File: src/inc/cmau_consts.vh
`ifndef CMAU_CONSTS_VH
`define CMAU_CONSTS_VH

// Per-bit-cell line symbols on the decoded circuits
`define CMAU_SYM_IDL 2'h0
`define CMAU_SYM_CD0 2'h1
`define CMAU_SYM_CD1 2'h2
`define CMAU_SYM_CSO 2'h3

// Register byte addresses (word aligned)
`define CMAU_ADR_CTRL 4'h0
`define CMAU_ADR_STAT 4'h4
`define CMAU_ADR_COLCNT 4'h8
`define CMAU_ADR_FRMCNT 4'hc

// Control register fields and reset value
`define CMAU_CTRL_ISO 0
`define CMAU_CTRL_SQET 1
`define CMAU_CTRL_RST 2'h2

// Status register fields
`define CMAU_STAT_COL 0
`define CMAU_STAT_JAB 1
`define CMAU_STAT_ISO 2
`define CMAU_STAT_TX 3
`define CMAU_STAT_TEST 4
`define CMAU_STAT_DRV 5

// System clock and bit-rate divider (25 MHz to 10 Mb/s by 2,3,2,3)
`define CMAU_CLK_MHZ 25
`define CMAU_DIV_SHORT 2'h1
`define CMAU_DIV_LONG 2'h2

// Post-frame test sequence timing
`define CMAU_SQE_DLY_MIN_NS 600
`define CMAU_SQE_DLY_MAX_NS 1600
`define CMAU_SQE_DLY_CYC ((`CMAU_SQE_DLY_MIN_NS * `CMAU_CLK_MHZ + 999) / 1000)
`define CMAU_SQE_TEST_BITS 4'ha

// Jabber window and self-powered release period
`define CMAU_JAB_MIN_MS 20
`define CMAU_JAB_MAX_MS 150
`define CMAU_UNJAB_MS 500
`define CMAU_MS_CYC (`CMAU_CLK_MHZ * 1000)
`define CMAU_JAB_CYC (`CMAU_JAB_MIN_MS * `CMAU_MS_CYC)
`define CMAU_UNJAB_CYC (`CMAU_UNJAB_MS * `CMAU_MS_CYC)

`endif

File: src/core/cmau_bitclk.v
`timescale 1ns/1ps
`include "cmau_consts.vh"

module cmau_bitclk (
   input wire clock,
   input wire rst,
   output reg bit_en_r
);

   reg [1:0] cnt_r;
   reg long_r;

   // Alternate 2 and 3 cycle cells so the average is exactly the bit rate
   always @(posedge clock) begin
      if (rst) begin
         cnt_r <= 2'h0;
         long_r <= 1'b0;
         bit_en_r <= 1'b0;
      end else if (cnt_r == (long_r ? `CMAU_DIV_LONG : `CMAU_DIV_SHORT)) begin
         cnt_r <= 2'h0;
         long_r <= ~long_r;
         bit_en_r <= 1'b1;
      end else begin
         cnt_r <= cnt_r + 2'h1;
         bit_en_r <= 1'b0;
      end
   end

endmodule

File: src/core/cmau_jabber.v
`timescale 1ns/1ps
`include "cmau_consts.vh"

module cmau_jabber #(
   parameter [23:0] JAB_CYC = 24'h07a120,
   parameter [23:0] UNJAB_CYC = 24'hbebc20
) (
   input wire clock,
   input wire rst,
   input wire tx_active,
   input wire iso_en,
   input wire iso_req,
   output reg jab_r
);

   reg [23:0] cnt_r;

   // One counter: frame length while clear, release time while inhibited
   always @(posedge clock) begin
      if (rst) begin
         cnt_r <= 24'h000000;
         jab_r <= 1'b0;
      end else if (!jab_r) begin
         if (!tx_active) begin
            cnt_r <= 24'h000000;
         end else if (cnt_r == JAB_CYC - 24'h000001) begin
            cnt_r <= 24'h000000;
            jab_r <= 1'b1;
         end else begin
            cnt_r <= cnt_r + 24'h000001;
         end
      end else if (iso_en) begin
         // With isolate support only the isolate message releases the inhibit
         cnt_r <= 24'h000000;
         if (iso_req) begin
            jab_r <= 1'b0;
         end
      end else if (cnt_r == UNJAB_CYC - 24'h000001) begin
         cnt_r <= 24'h000000;
         jab_r <= 1'b0;
      end else begin
         cnt_r <= cnt_r + 24'h000001;
      end
   end

endmodule

File: src/core/cmau_top.v
`timescale 1ns/1ps
`include "cmau_consts.vh"
// Summary of operation
// - Forward each received bit as CD0 for zero, CD1 for one on data-in.
// - Receive symbols pass through without re-timing to the local bit clock.
// - Data-in shows IDL whenever no received data is present.
// - Control-in shows IDL continuously unless signal quality error is sent.
// - IDL on control-out keeps the transmitter nonintrusive, not positively disabled.
// - CSO on control-out, when isolate supported, positively disables the transmitter.
// - No error indication with zero or one station transmitting.
// - Not transmitting: indicate whenever two remote stations are detected.
// - Transmitting: any other transmitter causes an error indication.
// - After each output frame run a short signal quality test.
// - Indicate error for the whole time jabber inhibits the transmitter.
// - Assert under 9 bit cells after collision, remove within 20.
// - Error indication is CSO on the control-in circuit.
// - Error indication works whenever powered, not only during output.
// - Positive disable and release actions drive a dedicated disable output.
// - Enable and disable driver actions gate the normal transmit path.
// - Collision indication true when multiple transmitters active, else false; here collision_r also goes true during the post-frame test and jabber.
// - Test starts 0.6 to 1.6 us after idle, lasts 10 bit cells.
// - Jabber inhibits output after a 20 to 150 ms window.
// - CSO is a bit-rate periodic symbol stream within tolerance and duty.
// - Isolate never affects receive data or collision reporting; here isolate support makes jabber wait for the isolate message.

module cmau_top #(
   parameter [23:0] JAB_CYC = `CMAU_JAB_CYC,
   parameter [23:0] UNJAB_CYC = `CMAU_UNJAB_CYC
) (
   input wire clock,
   input wire rst,
   input wire wb_cyc_i,
   input wire wb_stb_i,
   input wire wb_we_i,
   input wire [3:0] wb_adr_i,
   input wire [3:0] wb_sel_i,
   input wire [31:0] wb_dat_i,
   output reg [31:0] wb_dat_o,
   output reg wb_ack_o,
   input wire [1:0] do_sym,
   input wire [1:0] co_sym,
   output reg [1:0] di_sym_r,
   output reg [1:0] ci_sym_r,
   input wire [1:0] rx_sym,
   input wire medium_multi,
   output reg [1:0] tx_sym_r,
   output reg drv_en_r,
   output reg pos_dis_r,
   output reg collision_r
);

   localparam [1:0] ST_IDLE = 2'h0;
   localparam [1:0] ST_WAIT = 2'h1;
   localparam [1:0] ST_TEST = 2'h2;
   // Delay in clocks, cut to the counter width on purpose; it is far below 64
   localparam [31:0] SQE_DLY_FULL = `CMAU_SQE_DLY_CYC;
   localparam [5:0] SQE_DLY = SQE_DLY_FULL[5:0];

   // True for a data symbol on any circuit
   function is_data;
      input [1:0] s;
      begin
         is_data = (s == `CMAU_SYM_CD0) || (s == `CMAU_SYM_CD1);
      end
   endfunction

   // Exact byte-address match; unmapped addresses decode to nothing
   function adr_is;
      input [3:0] adr;
      input [3:0] want;
      begin
         adr_is = (adr == want);
      end
   endfunction

   // Event counter step; an event in the clearing cycle leaves a count of one
   function [15:0] cnt_step;
      input [15:0] cnt;
      input evt;
      input clr;
      begin
         if (evt) begin
            cnt_step = clr ? 16'h0001 : cnt + 16'h0001;
         end else if (clr) begin
            cnt_step = 16'h0000;
         end else begin
            cnt_step = cnt;
         end
      end
   endfunction

   // Strobe and inhibit flag from the two helper blocks
   wire bit_en;
   wire jab;

   // Control register and DTE circuits as seen at the last bit cell
   reg [1:0] ctrl_r;
   reg [1:0] do_q_r;
   reg [1:0] co_q_r;
   reg tx_prev_r;

   // Isolate, post-frame test and event counting state
   reg isolated_r;
   reg [1:0] st_r;
   reg [1:0] st_nxt;
   reg [5:0] dly_r;
   reg [3:0] bits_r;
   reg col_prev_r;
   reg [15:0] colcnt_r;
   reg [15:0] frmcnt_r;

   // Read word, combinational here and registered onto the bus below
   reg [31:0] rdata;

   // Link decode: what the DTE sends and what the medium driver may do
   wire tx_now = is_data(do_q_r);
   wire iso_req = ctrl_r[`CMAU_CTRL_ISO] && (co_q_r == `CMAU_SYM_CSO);
   wire frame_end = bit_en && tx_prev_r && !tx_now;
   wire test_on = (st_r == ST_TEST);
   wire drv_ok = tx_now && !jab && !isolated_r;
   wire col_now = medium_multi || test_on || jab;

   // Register bus decode; a request is taken once, while ack is still low
   wire wb_req = wb_cyc_i && wb_stb_i && !wb_ack_o;
   wire wb_wr = wb_req && wb_we_i;
   wire wr_ctrl = wb_wr && adr_is(wb_adr_i, `CMAU_ADR_CTRL) && wb_sel_i[0];
   wire wr_colcnt = wb_wr && adr_is(wb_adr_i, `CMAU_ADR_COLCNT);
   wire wr_frmcnt = wb_wr && adr_is(wb_adr_i, `CMAU_ADR_FRMCNT);

   // Counter next values; a clear write never swallows a same-cycle event
   wire col_rise = collision_r && !col_prev_r;
   wire [15:0] colcnt_nxt = cnt_step(colcnt_r, col_rise, wr_colcnt);
   wire [15:0] frmcnt_nxt = cnt_step(frmcnt_r, frame_end, wr_frmcnt);

   cmau_bitclk u_bitclk (
      .clock(clock),
      .rst(rst),
      .bit_en_r(bit_en)
   );

   cmau_jabber #(
      .JAB_CYC(JAB_CYC),
      .UNJAB_CYC(UNJAB_CYC)
   ) u_jabber (
      .clock(clock),
      .rst(rst),
      .tx_active(tx_now),
      .iso_en(ctrl_r[`CMAU_CTRL_ISO]),
      .iso_req(iso_req),
      .jab_r(jab)
   );

   // DTE circuits are sampled once per bit cell as decoded symbols
   // A symbol shorter than a bit cell may fall between two strobes and be lost
   always @(posedge clock) begin
      if (rst) begin
         do_q_r <= `CMAU_SYM_IDL;
         co_q_r <= `CMAU_SYM_IDL;
         tx_prev_r <= 1'b0;
      end else if (bit_en) begin
         do_q_r <= do_sym;
         co_q_r <= co_sym;
         tx_prev_r <= tx_now;
      end
   end

   // Isolate state follows the control-out message; ignored when unsupported
   // Only IDL clears it: a data symbol on control-out is no normal message
   always @(posedge clock) begin
      if (rst) begin
         isolated_r <= 1'b0;
      end else if (!ctrl_r[`CMAU_CTRL_ISO]) begin
         isolated_r <= 1'b0;
      end else if (bit_en) begin
         if (co_q_r == `CMAU_SYM_CSO) begin
            isolated_r <= 1'b1;
         end else if (co_q_r == `CMAU_SYM_IDL) begin
            isolated_r <= 1'b0;
         end
      end
   end

   // Medium driver: normal path and dedicated positive disable
   // Either means alone keeps the medium quiet, so a stuck gate is covered
   always @(posedge clock) begin
      if (rst) begin
         drv_en_r <= 1'b0;
         pos_dis_r <= 1'b0;
         tx_sym_r <= `CMAU_SYM_IDL;
      end else begin
         drv_en_r <= drv_ok;
         pos_dis_r <= isolated_r || jab;
         tx_sym_r <= drv_ok ? do_q_r : `CMAU_SYM_IDL;
      end
   end

   // Receive data goes straight through each clock, never held to bit_en,
   // so the edge position toward the DTE is not quantised to local cells
   always @(posedge clock) begin
      if (rst) begin
         di_sym_r <= `CMAU_SYM_IDL;
      end else begin
         di_sym_r <= rx_sym;
      end
   end

   // Post-frame test sequence state register
   always @(posedge clock) begin
      if (rst) begin
         st_r <= ST_IDLE;
      end else begin
         st_r <= st_nxt;
      end
   end

   // Wait at least the minimum delay after idle, then hold for ten cells
   always @* begin
      st_nxt = st_r;
      case (st_r)
         ST_IDLE: begin
            if (frame_end && ctrl_r[`CMAU_CTRL_SQET]) begin
               st_nxt = ST_WAIT;
            end
         end
         ST_WAIT: begin
            if (dly_r == SQE_DLY - 6'h01) begin
               st_nxt = ST_TEST;
            end
         end
         ST_TEST: begin
            if (bit_en && bits_r == `CMAU_SQE_TEST_BITS - 4'h1) begin
               st_nxt = ST_IDLE;
            end
         end
         default: begin
            st_nxt = ST_IDLE;
         end
      endcase
   end

   // Delay counter in clocks and duration counter in bit cells
   // Counting clocks rather than cells keeps the minimum delay exact
   always @(posedge clock) begin
      if (rst) begin
         dly_r <= 6'h00;
         bits_r <= 4'h0;
      end else begin
         if (st_r == ST_WAIT) begin
            dly_r <= dly_r + 6'h01;
         end else begin
            dly_r <= 6'h00;
         end
         if (!test_on) begin
            bits_r <= 4'h0;
         end else if (bit_en) begin
            bits_r <= bits_r + 4'h1;
         end
      end
   end

   // Collision indication and its realisation on control-in; the medium
   // detector already refuses a single transmitter, so it is used as is.
   // Path is two clocks, far inside nine bit cells, and removal is as fast.
   always @(posedge clock) begin
      if (rst) begin
         collision_r <= 1'b0;
         ci_sym_r <= `CMAU_SYM_IDL;
      end else begin
         collision_r <= col_now;
         if (collision_r) begin
            ci_sym_r <= `CMAU_SYM_CSO;
         end else begin
            ci_sym_r <= `CMAU_SYM_IDL;
         end
      end
   end

   // Event counters; a write clears, but an event in the same cycle still counts
   always @(posedge clock) begin
      if (rst) begin
         col_prev_r <= 1'b0;
         colcnt_r <= 16'h0000;
         frmcnt_r <= 16'h0000;
      end else begin
         col_prev_r <= collision_r;
         colcnt_r <= colcnt_nxt;
         frmcnt_r <= frmcnt_nxt;
      end
   end

   // Control register: isolate support and post-frame test enable
   // Test enable resets on, so a station that never writes still runs the test
   always @(posedge clock) begin
      if (rst) begin
         ctrl_r <= `CMAU_CTRL_RST;
      end else if (wr_ctrl) begin
         ctrl_r <= wb_dat_i[1:0];
      end
   end

   // Read mux; unmapped addresses read as zero
   // Status shows live levels; two reads with no write between may differ
   always @* begin
      rdata = 32'h00000000;
      case (wb_adr_i)
         `CMAU_ADR_CTRL: begin
            rdata[1:0] = ctrl_r;
         end
         `CMAU_ADR_STAT: begin
            rdata[`CMAU_STAT_COL] = collision_r;
            rdata[`CMAU_STAT_JAB] = jab;
            rdata[`CMAU_STAT_ISO] = isolated_r;
            rdata[`CMAU_STAT_TX] = tx_now;
            rdata[`CMAU_STAT_TEST] = test_on;
            rdata[`CMAU_STAT_DRV] = drv_en_r;
         end
         `CMAU_ADR_COLCNT: begin
            rdata[15:0] = colcnt_r;
         end
         `CMAU_ADR_FRMCNT: begin
            rdata[15:0] = frmcnt_r;
         end
         default: begin
            rdata = 32'h00000000;
         end
      endcase
   end

   // Wishbone classic: ack one cycle after the strobe, every address answers
   // Read data holds between reads, so a late sample still sees the word
   always @(posedge clock) begin
      if (rst) begin
         wb_ack_o <= 1'b0;
         wb_dat_o <= 32'h00000000;
      end else begin
         wb_ack_o <= wb_req;
         if (wb_req && !wb_we_i) begin
            wb_dat_o <= rdata;
         end
      end
   end

endmodule

File: config.mk
export PLATFORM = sky130hd
export DESIGN_NAME = cmau_top
export DESIGN_NICKNAME = d
export VERILOG_FILES = /design/src/core/cmau_bitclk.v /design/src/core/cmau_jabber.v /design/src/core/cmau_top.v
export VERILOG_INCLUDE_DIRS = /design/src /design/src/inc
export SDC_FILE = /design/constraint.sdc
export NUM_CORES = 1
export LEC_CHECK = 0
export BUFFER_PORTS_ARGS = -buffer_cell sky130_fd_sc_hd__buf_2
export CORE_MARGIN = 2
export CORE_UTILIZATION = 52
export CTS_BUF_LIST = sky130_fd_sc_hd__clkbuf_4
export CTS_CLUSTER_SIZE = 8
export DETAILED_ROUTE_END_ITERATION = 8
export PLACE_DENSITY_LB_ADDON = 0.25
export RECOVER_POWER = 100
export SLEW_MARGIN = 10
export SYNTH_ARGS = -nofsm -noshare
export SYNTH_HDL_FRONTEND = slang
export SYNTH_HIERARCHICAL = 1
export SYNTH_SLANG_ARGS = --single-unit
File: constraint.sdc
create_clock -name clock -period 1.8 [get_ports clock]
set_input_delay 0.27 -clock clock [delete_from_list [all_inputs] [get_ports clock]]
set_output_delay 0.27 -clock clock [all_outputs]
set_load 0.02 [all_outputs]
==> impl_metrics.tcl, run 1 <==
set metrics [dict create \
    grt_pass1_wl_um 17300 \
    cts-root-buf "clkbuf_4" \
    vias 4081 \
    startpoint_type "register" \
    path_class "reg -> reg" \
    hp-class "in -> reg" \
    post-place-ws_ns 0.0314 \
    relSlewSlack_pct 56.0 \
    worstPathRequired_ns 2.19 \
    start_util_pct 53.0 \
    cap_violations 0 \
    worst-path-max-fanout 6 \
    peakVddDrop_uv 473 \
    p_leak_uw 0.00194 \
    drc_errors 0 \
    setup_viol 0 \
    cp-end-kind "register" \
    clock_latency_ns 0.47 \
    grt_overflow_total 0 \
    regToRegSetupSlack_ns 0.008 \
    io_buffers 44 \
    clkSinkCount 106 \
    grt_use_total_pct 21.0 \
    skew_ns 0.0255 \
    synth_warnings 6 \
    ys_seq_area_share_pct 43.9 \
    mostFrequentLayoutCell "dfxtp_1" \
    maxSlewViolCount 0 \
    drt_iter0_markers 140 \
    cp-endpoint "frmcnt_r[13]$_SDFFE_PP0P_" \
    stdcell_area_um2 5450 \
    core_area_um2 9110 \
    clk_pin_slew_ns 0.17 \
    slowest_stage "dfxtp_1" \
    synth_cell_types 54 \
    mostFrequentLayoutCells "dfxtp_1, nor2_1, buf_4, xor2_1" \
    gp_congestion 0.834 \
    dr.pass1.iters 4 \
    synth_enable_flop_cells 0 \
    layout-drive-gt1-share_pct 14.1 \
    tightest_slew_ns 0.660 \
    yosys_register_bits 106 \
    cts_buffer_depth 2 \
    routed_via_density 5.57 \
    reg2reg_depth 5 \
    grt_pass1_vias 3711 \
    fp.dieH_um 100 \
    power.density_nw_per_um2 708 \
    placed_cell_area_um2 5320 \
    diodes 0 \
    dp_hpwl_um 7560 \
    die_w_um 100 \
    hold_viol_final 0 \
    synthFlopType "dfxtp_1" \
    fillers 859 \
    critPathMaxStageDelay_ns 0.51 \
    cts_buffers 9 \
    grt_start_max_net_pins 24 \
    drtAntennaViolNets 0 \
    wl_per_cell_um 13.9 \
    max_freq_mhz 558 \
    cts_tree "built" \
    finalCritPeriodShare_pct 99.6 \
    worst_r2r_endpoint "frmcnt_r[13]$_SDFFE_PP0P_" \
    fin_crit_ns 1.79 \
    layout.nets 677 \
    num_rows 35 \
    ys_async_sr_fraction_pct 0 \
    finalWorstSetupSlack_ns 0.00773 \
    die_area_um2 10100 \
    netlist_area_um2 4830 \
    r2r_start "do_q_r[1]$_SDFFE_PP0P_" \
    htreeDepth 3 \
    antenna_found_initial 0 \
    setup.worst_path.start "do_q_r[1]$_SDFFE_PP0P_" \
    synth.avg_cell_area_um2 8.84 \
    rsz0062_at_grt "true" \
    crit_chain "xnor2_4 > inv_2 > or3_4 > or4_1 > a21oi_1" \
    status "finished, final reports clean" \
    arrival_ns 2.19 \
    timing.hold.ws_ns 0.0337 \
    ios 94 \
    syn_to_final_growth_pct 12.9 \
    syn_inst 546 \
    routed_wl_um 10200 \
]
## timing repair
item | CTS | global route
setup buffers | 1 | 0
pin swaps | 1 | 2
hold buffers | 2 | 0
resized for setup | 0 | 8
hold endpoints to repair | 2 | 0
setup endpoints to repair | 3 | 31
## worst max-delay path: cells and delay by family, from the launching register on
kind            cells  cell delay (ns)
compound gates      1             0.15
flops               1             0.51
buf+inv             1             0.05
xor+xnor            1             0.16
simple gates        2             0.86
## cells in the mapped netlist (5+ instances only)
cell type,n,area [um2]
a21oi_1,21,105
a221oi_1,10,87.6
a22oi_1,5,37.5
and3_1,5,31.3
and4_1,5,43.8
buf_1,5,18.8
buf_4,18,135
clkbuf_1,11,41.3
dfxtp_1,106,2120
ha_1,8,100
inv_1,8,30.0
mux2_2,5,56.3
mux2i_1,6,60.1
nand2_1,30,113
nand2b_1,8,50.1
nand3_1,21,105
nand4_1,20,125
nor2_1,88,330
nor2b_1,13,81.3
nor3_1,17,85.1
nor3b_1,5,37.5
nor4_1,7,43.8
o21ai_0,12,60.1
o31ai_1,6,45.0
or3_1,9,56.3
or4_1,6,45.0
xnor2_1,15,131
xor2_1,30,263
## power breakdown
group	internal, uW	switching, uW
logic	113	195
clock network	310	828
registers	2390	30.3
total	2810	1050
## state kept, by name, summed over array words and instances (netlist names), 4 cells and up
register	cells
bits_r	4
colcnt_r	16
dly_r	6
frmcnt_r	16
u_jabber/cnt_r	24
wb_dat_o	16
## cell families after synthesis
logic type,synth area share (%)
flops,43.9
other cells,0.0777
buf+inv,5.31
simple gates,27.0
xor+xnor,8.50
fa+ha+maj,2.07
compound gates,10.7
mux,2.41
## layer usage
metal / track usage [%] / up-vias / part of all wire [%]
li1: - / 2049 / -
met5: 0 / - / 0
met1: 27.5 / 1931 / 47
met2: 35.0 / 91 / 48
met3: 4.94 / 10 / 4.4
met4: 5.80 / 0 / 1.2
## worst min-delay path by stage
stage                                  from                           end  depth (start not counted)
2_1_floorplan                           rst  u_bitclk/cnt_r[0]$_SDFF_PP0_                          1
6_report                          co_sym[0]        co_q_r[0]$_SDFFE_PP0P_                          3
4_1_cts                           co_sym[1]        co_q_r[1]$_SDFFE_PP0P_                          3
5_1_grt                           co_sym[0]        co_q_r[0]$_SDFFE_PP0P_                          3
3_5_place_dp       wb_dat_o[1]$_SDFFE_PP0P_      wb_dat_o[1]$_SDFFE_PP0P_                          2
3_3_place_gp   u_bitclk/long_r$_SDFFE_PP0N_  u_bitclk/cnt_r[0]$_SDFF_PP0_                          1
## cell type report
cell class / instances / area [um2] / share of cell area (%)
multi-input cells: 409 / 2550 / 46.8
flip-flops and latches: 106 / 2130 / 39.0
repair buffers: 82 / 477 / 8.74
inverters: 9 / 33.8 / 0.620
clock inverters: 7 / 58.8 / 1.08
well taps: 111 / 139 / 2.55
clock buffers: 9 / 67.6 / 1.24
## through the flow
step	power, uW	utilization (%)	cells	TNS, ns
global placement	2770	58.4	714	0
floorplan	2690	-	561	0
finish	3860	59.8	733	0
global route	4040	59.8	733	-0.927
CTS	3920	60.1	733	0
detailed placement	2780	58.4	714	0
No activity file was read; power rests on OpenSTA's default activity.
==> inputs of run 2 (changes only) <==
==> constraint.sdc (replaced) <==
create_clock -name clock -period 1.5 [get_ports clock]
set_input_delay 0.225 -clock clock [delete_from_list [all_inputs] [get_ports clock]]
set_output_delay 0.225 -clock clock [all_outputs]
set_load 0.02 [all_outputs]
==> run 2 against run 1 <==
  * Worst hold slack got worse by 0.0025 ns
  * Sequential cell count unchanged
  * Worst setup slack got worse by 0.25 ns
  * Utilization increased by 6.9 points
  * The run now ends with negative setup slack left
==> impl_metrics.tcl, run 2 (synthesized netlist as in run 1, its figures left out) <==
set metrics [dict create \
    cts_buffers 9 \
    num_rows 35 \
    fillers 760 \
    peakVddDrop_uv 498 \
    stdcell_area_um2 6080 \
    drtAntennaViolNets 0 \
    grt_overflow_total 0 \
    hp-class "in -> reg" \
    cts_tree "built" \
    finalPower_uw 4830 \
    cts_buffer_depth 2 \
    skew_ns 0.0312 \
    fp.dieH_um 100 \
    wl_per_cell_um 14.5 \
    cts-root-buf "clkbuf_4" \
    status "finished with violations" \
    dr.pass1.iters 4 \
    gp_congestion 0.835 \
    worst-path-max-fanout 23 \
    finalCritPeriodShare_pct 116 \
    finalCoreUtilization_pct 66.7 \
    internal_power_uw 3570 \
    cap_violations 0 \
    hold_viol_final 0 \
    power.density_nw_per_um2 795 \
    io_buffers 44 \
    routed_via_density 5.52 \
    layout-drive-gt1-share_pct 26.6 \
    power_frac_seq_pct 60.0 \
    core_area_um2 9110 \
    arrival_ns 2.09 \
    clock_latency_ns 0.46 \
    regToRegSetupSlack_ns -0.24 \
    violations "negative setup slack" \
    rsz0062_at_grt "true" \
    drt_iter0_markers 181 \
    pwr-share-comb_pct 8.4 \
    grt_pass1_vias 4168 \
    fin_crit_ns 1.74 \
    placed_cell_area_um2 5660 \
    setup_viol 30 \
    worstPathRequired_ns 1.84 \
    grt_start_max_net_pins 24 \
    post-place-ws_ns -0.217 \
    path_class "reg -> reg" \
    max_freq_mhz 574 \
    p_sw_uw 1260 \
    layoutNonFillerInstCount 788 \
    clk_pin_slew_ns 0.18 \
    dp_cells 754 \
    cp-end-kind "register" \
    ios 94 \
    startpoint_type "register" \
    start_util_pct 53.0 \
    mostFrequentLayoutCells "nor2_1, dfxtp_1, buf_4, xor2_1, nand2_1" \
    p_leak_uw 0.00225 \
    diodes 0 \
    antenna_found_initial 0 \
    layout.nets 732 \
    top_register "u_jabber/cnt_r" \
    htreeDepth 3 \
    maxSlewViolCount 0 \
    clkSinkCount 106 \
    grt_pass1_wl_um 18800 \
    dp_hpwl_um 8050 \
    vias 4353 \
    syn_to_final_growth_pct 25.9 \
    die_w_um 100 \
    swShare_pct 26.1 \
    drc_errors 0 \
    finalWorstSetupSlack_ns -0.242 \
    largest_reg_flops 24 \
    routed_wl_um 11400 \
    clockPowerShare_pct 31.6 \
    grt_use_total_pct 23.0 \
    die_area_um2 10100 \
]
run 2: cell count changes in the layout (fill, tap and decap cells not counted), moves of 3 or more:
| cell | previous run | this run |
|---|---|---|
| dfxtp_2 | 4 | 17 |
| clkbuf_1 | 29 | 25 |
| o21ai_0 | 12 | 9 |
| and4_4 | 0 | 3 |
| a21oi_1 | 21 | 14 |
| and4_1 | 5 | 2 |
| or4_4 | 0 | 4 |
| buf_4 | 31 | 77 |
| a21oi_2 | 0 | 6 |
| dlygate4sd3_1 | 2 | 7 |
| dfxtp_1 | 102 | 88 |
| or4_1 | 6 | 2 |
| clkbuf_4 | 9 | 12 |
run 2: what timing repair did:
action | CTS | global route
setup buffers | 4 | 7
cloned | 0 | 1
endpoints found under the hold margin | 7 | 0
hold buffers | 7 | 0
endpoints found under the setup margin | 32 | 48
resized for setup | 23 | 34
pin swaps | 4 | 11
run 2: power groups by stage:
stage	logic, uW	clock network, uW	registers, uW
finish	406	1520	2900
global route	445	1680	2900
CTS	422	1570	2900
detailed placement	400	0	2960
global placement	389	0	2950
floorplan	255	0	2980
run 2: per-stage QoR:
step	TNS (ns)	hold slack, ns
2_1_floorplan	-3.71	0.303
3_3_place_gp	-4.65	0.433
3_5_place_dp	-5.92	0.442
4_1_cts	-5.63	0.00123
5_1_grt	-8.94	0.0195
6_report	-5.77	0.0312
run 2: area by class of cell:
class,count,area [um2],area share (%)
clock buffer,10,75.1,1.24
inverter,9,33.8,0.556
tap,111,139,2.29
sequential,106,2150,35.3
clock inverter,6,73.8,1.21
timing repair buffer,136,903,14.9
multi-input combinational,410,2710,44.5
run 2: critical path, cell delays in order, from the launching register on:
cell	delay, ns
dfxtp_2	0.35
or4b_4	0.55
nor3_4	0.14
nand4_2	0.15
a22oi_4	0.22
buf_12	0.18
nor2_1	0.06
run 2: layer usage:
layer / part of all wire (%) / routed length, um / up-vias / GRT usage [%]
li1: - / - / 2158 / -
met1: 45 / 5100 / 2084 / 28.7
met2: 50 / 5730 / 100 / 39.7
met3: 4.0 / 457 / 11 / 5.22
met4: 1.2 / 133 / 0 / 6.74
met5: 0 / 0 / - / 0
run 2: final timing paths:
path	from	to	cells after the start
worst max-delay path	u_jabber/cnt_r[11]$_SDFF_PP0_	u_jabber/cnt_r[23]$_SDFF_PP0_	6
worst min-delay path	wb_cyc_i	wb_ack_o$_SDFF_PP0_	3
worst max register to register	u_jabber/cnt_r[11]$_SDFF_PP0_	u_jabber/cnt_r[23]$_SDFF_PP0_	6
worst min register to register	u_bitclk/long_r$_SDFFE_PP0N_	u_bitclk/cnt_r[0]$_SDFF_PP0_	1
==> inputs of run 3 (changes only) <==
--- a/config.mk
+++ b/config.mk
@@ -6,9 +6,10 @@
 export SDC_FILE = /design/constraint.sdc
 export NUM_CORES = 1
 export LEC_CHECK = 0
+export ABC_AREA = 1
 export BUFFER_PORTS_ARGS = -buffer_cell sky130_fd_sc_hd__buf_2
 export CORE_MARGIN = 2
-export CORE_UTILIZATION = 52
+export CORE_UTILIZATION = 53
 export CTS_BUF_LIST = sky130_fd_sc_hd__clkbuf_4
 export CTS_CLUSTER_SIZE = 8
 export DETAILED_ROUTE_END_ITERATION = 8
==> run 3 against run 2 <==
  * The run now ends clean
  * Combinational power grew to 2.5 times the previous value
  * Largest cell class unchanged
  * Worst hold slack lost 0.010 ns
  * Wire length up 11%
  * Register-to-register slack improved by 0.29 ns
==> impl_metrics.tcl, run 3 <==
set metrics [dict create \
    cts_buffer_depth 2 \
    multiInputGateArea_um2 2810 \
    start_util_pct 54.8 \
    synth_top_area_cell "dfxtp_1" \
    synth_enable_flop_cells 0 \
    vias 5001 \
    regToRegSetupSlack_ns 0.04 \
    drt_iter0_markers 264 \
    grt_overflow_total 0 \
    routed_via_density 5.07 \
    path_class "reg -> reg" \
    grt_pass1_vias 4760 \
    dp_cells 960 \
    cp-end-kind "register" \
    cap_violations 0 \
    synth_most_common_cell "nand2_1" \
    synth_cell_types 41 \
    synth_common_cells "nand2_1, nor2_1, inv_1, dfxtp_1, o21ai_0" \
    maxSlewViolCount 0 \
    synthFlopType "dfxtp_1" \
    drc_errors 0 \
    power.density_nw_per_um2 935 \
    max_freq_mhz 687 \
    timing.hold.ws_ns 0.0212 \
    fin_crit_ns 1.46 \
    final.setup.tns_ns 0 \
    ys_async_sr_fraction_pct 0 \
    grt_use_total_pct 23.3 \
    top_register "u_jabber/cnt_r" \
    mostFrequentLayoutCells "nand2_1, nor2_1, inv_1, dfxtp_1, o21ai_0" \
    worst-path-max-fanout 4 \
    cts_tree "built" \
    finalCritPeriodShare_pct 97.0 \
    hold_viol_final 0 \
    netlist_area_um2 5380 \
    synthTopCellsByArea "dfxtp_1, nand2_1, nor2_1" \
    finalPower_uw 5750 \
    peakVddDrop_uv 798 \
    dr.pass1.iters 5 \
    gp_congestion 0.860 \
    fp.dieH_um 105 \
    synth_warnings 6 \
    hp-class "in -> reg" \
    dp_hpwl_um 9160 \
    startpoint_type "register" \
    clk_pin_slew_ns 0.16 \
    clock_latency_ns 0.48 \
    wl_per_cell_um 12.8 \
    synth.avg_cell_area_um2 6.92 \
    layout.nets 909 \
    largest_reg_flops 24 \
    antenna_found_initial 0 \
    drtAntennaViolNets 0 \
    syn_inst 777 \
    yosys_register_bits 106 \
    cts_buffers 9 \
    num_rows 36 \
    layout-drive-gt1-share_pct 16.5 \
    skew_ns 0.0277 \
    rsz0062_at_grt "true" \
    arrival_ns 1.84 \
    setup_viol 0 \
    cts-root-buf "clkbuf_4" \
    diodes 0 \
    seqCellArea_um2 2150 \
    status "finished, final reports clean" \
    io_buffers 44 \
    worstPathRequired_ns 1.89 \
    grt_start_max_net_pins 28 \
    ys_seq_area_share_pct 39.5 \
    core_area_um2 9820 \
    mostFrequentLayoutCell "nand2_1" \
    htreeDepth 3 \
    yosys.area.top_type_share_pct 39.5 \
    fillers 952 \
    grt_pass1_wl_um 21000 \
    clkSinkCount 106 \
    layoutNonFillerInstCount 986 \
    die_area_um2 11000 \
    routed_wl_um 12600 \
    syn_to_final_growth_pct 14.3 \
    die_w_um 105 \
    ios 94 \
    p_leak_uw 0.00255 \
    finalCoreUtilization_pct 62.6 \
]
run 3: cell types whose count changed in the layout (fill, tap and decap cells not counted), moves of 21 or more:
cell / previous run / this run
nand2_1: 29 / 160
inv_1: 8 / 107
buf_4: 77 / 22
nor2_1: 88 / 128
o21ai_0: 9 / 44
xor2_1: 30 / 7
a21oi_1: 14 / 35
run 3: power breakdown:
part,switching [uW],internal [uW]
sequential,117,2980
clock,956,677
combinational,707,308
run 3: cells by family (layout without fill, tap and decap cells):
group	count (synthesis)	in the layout	share of synthesized area [%]
simple gates	406	409	34.5
buf+inv	144	202	12.2
flops	106	106	39.5
compound gates	101	101	10.1
xor+xnor	11	11	1.79
fa+ha+maj	8	8	1.86
other cells	1	16	0.0697
run 3: final cells by class:
class / instances / share of cell area (%)
well taps: 133 / 2.71
repair buffers: 75 / 7.19
clock buffers: 9 / 1.10
flip-flops and latches: 106 / 35.0
inverters: 112 / 6.84
multi-input cells: 545 / 45.8
clock inverters: 6 / 1.45
run 3: critical path: stages, from the launching register on:
cell,delay (ns)
dfxtp_2,0.38
buf_4,0.15
nand3_4,0.10
nor2_4,0.21
nand2_1,0.16
nor2_2,0.15
xor2_1,0.18
nor2_1,0.06
run 3: per-stage QoR:
stage	area, um2	setup WS [ns]
final	6150	0.0449
after global routing	6150	-0.0448
after CTS	6050	0.000589
after detailed placement	5770	-0.0598
after global placement	5770	0.0247
after floorplan	5430	0.0433
run 3: per-layer routing:
layer  part of all wire, %  global-route usage [%]  vias to the layer above  routed length [um]
met5                     0                       0                        -                   0
met4                   1.8                    7.33                        0                 227
met3                   5.2                    5.74                       21                 663
met2                    50                    40.5                      127                6350
met1                    43                    28.4                     2284                5390
li1                      -                       -                     2569                   -
run 3: what timing repair did:
| action | in CTS | in global routing |
|---|---|---|
| setup endpoints to repair | 24 | 39 |
| setup buffers | 0 | 2 |
| pin swaps | 4 | 10 |
| hold buffers | 5 | 1 |
| cloned | 3 | 0 |
| gates resized for setup | 8 | 43 |
| hold endpoints to repair | 5 | 1 |
run 3: path summary, 6_finish.rpt:
path | startpoint | endpoint | depth (start not counted)
worst min register to register | u_bitclk/cnt_r[0]$_SDFF_PP0_ | u_bitclk/cnt_r[0]$_SDFF_PP0_ | 1
worst max register to register | u_jabber/cnt_r[0]$_SDFF_PP0_ | u_jabber/cnt_r[15]$_SDFF_PP0_ | 7
worst min-delay path | wb_cyc_i | wb_ack_o$_SDFF_PP0_ | 3
worst max-delay path | u_jabber/cnt_r[0]$_SDFF_PP0_ | u_jabber/cnt_r[15]$_SDFF_PP0_ | 7
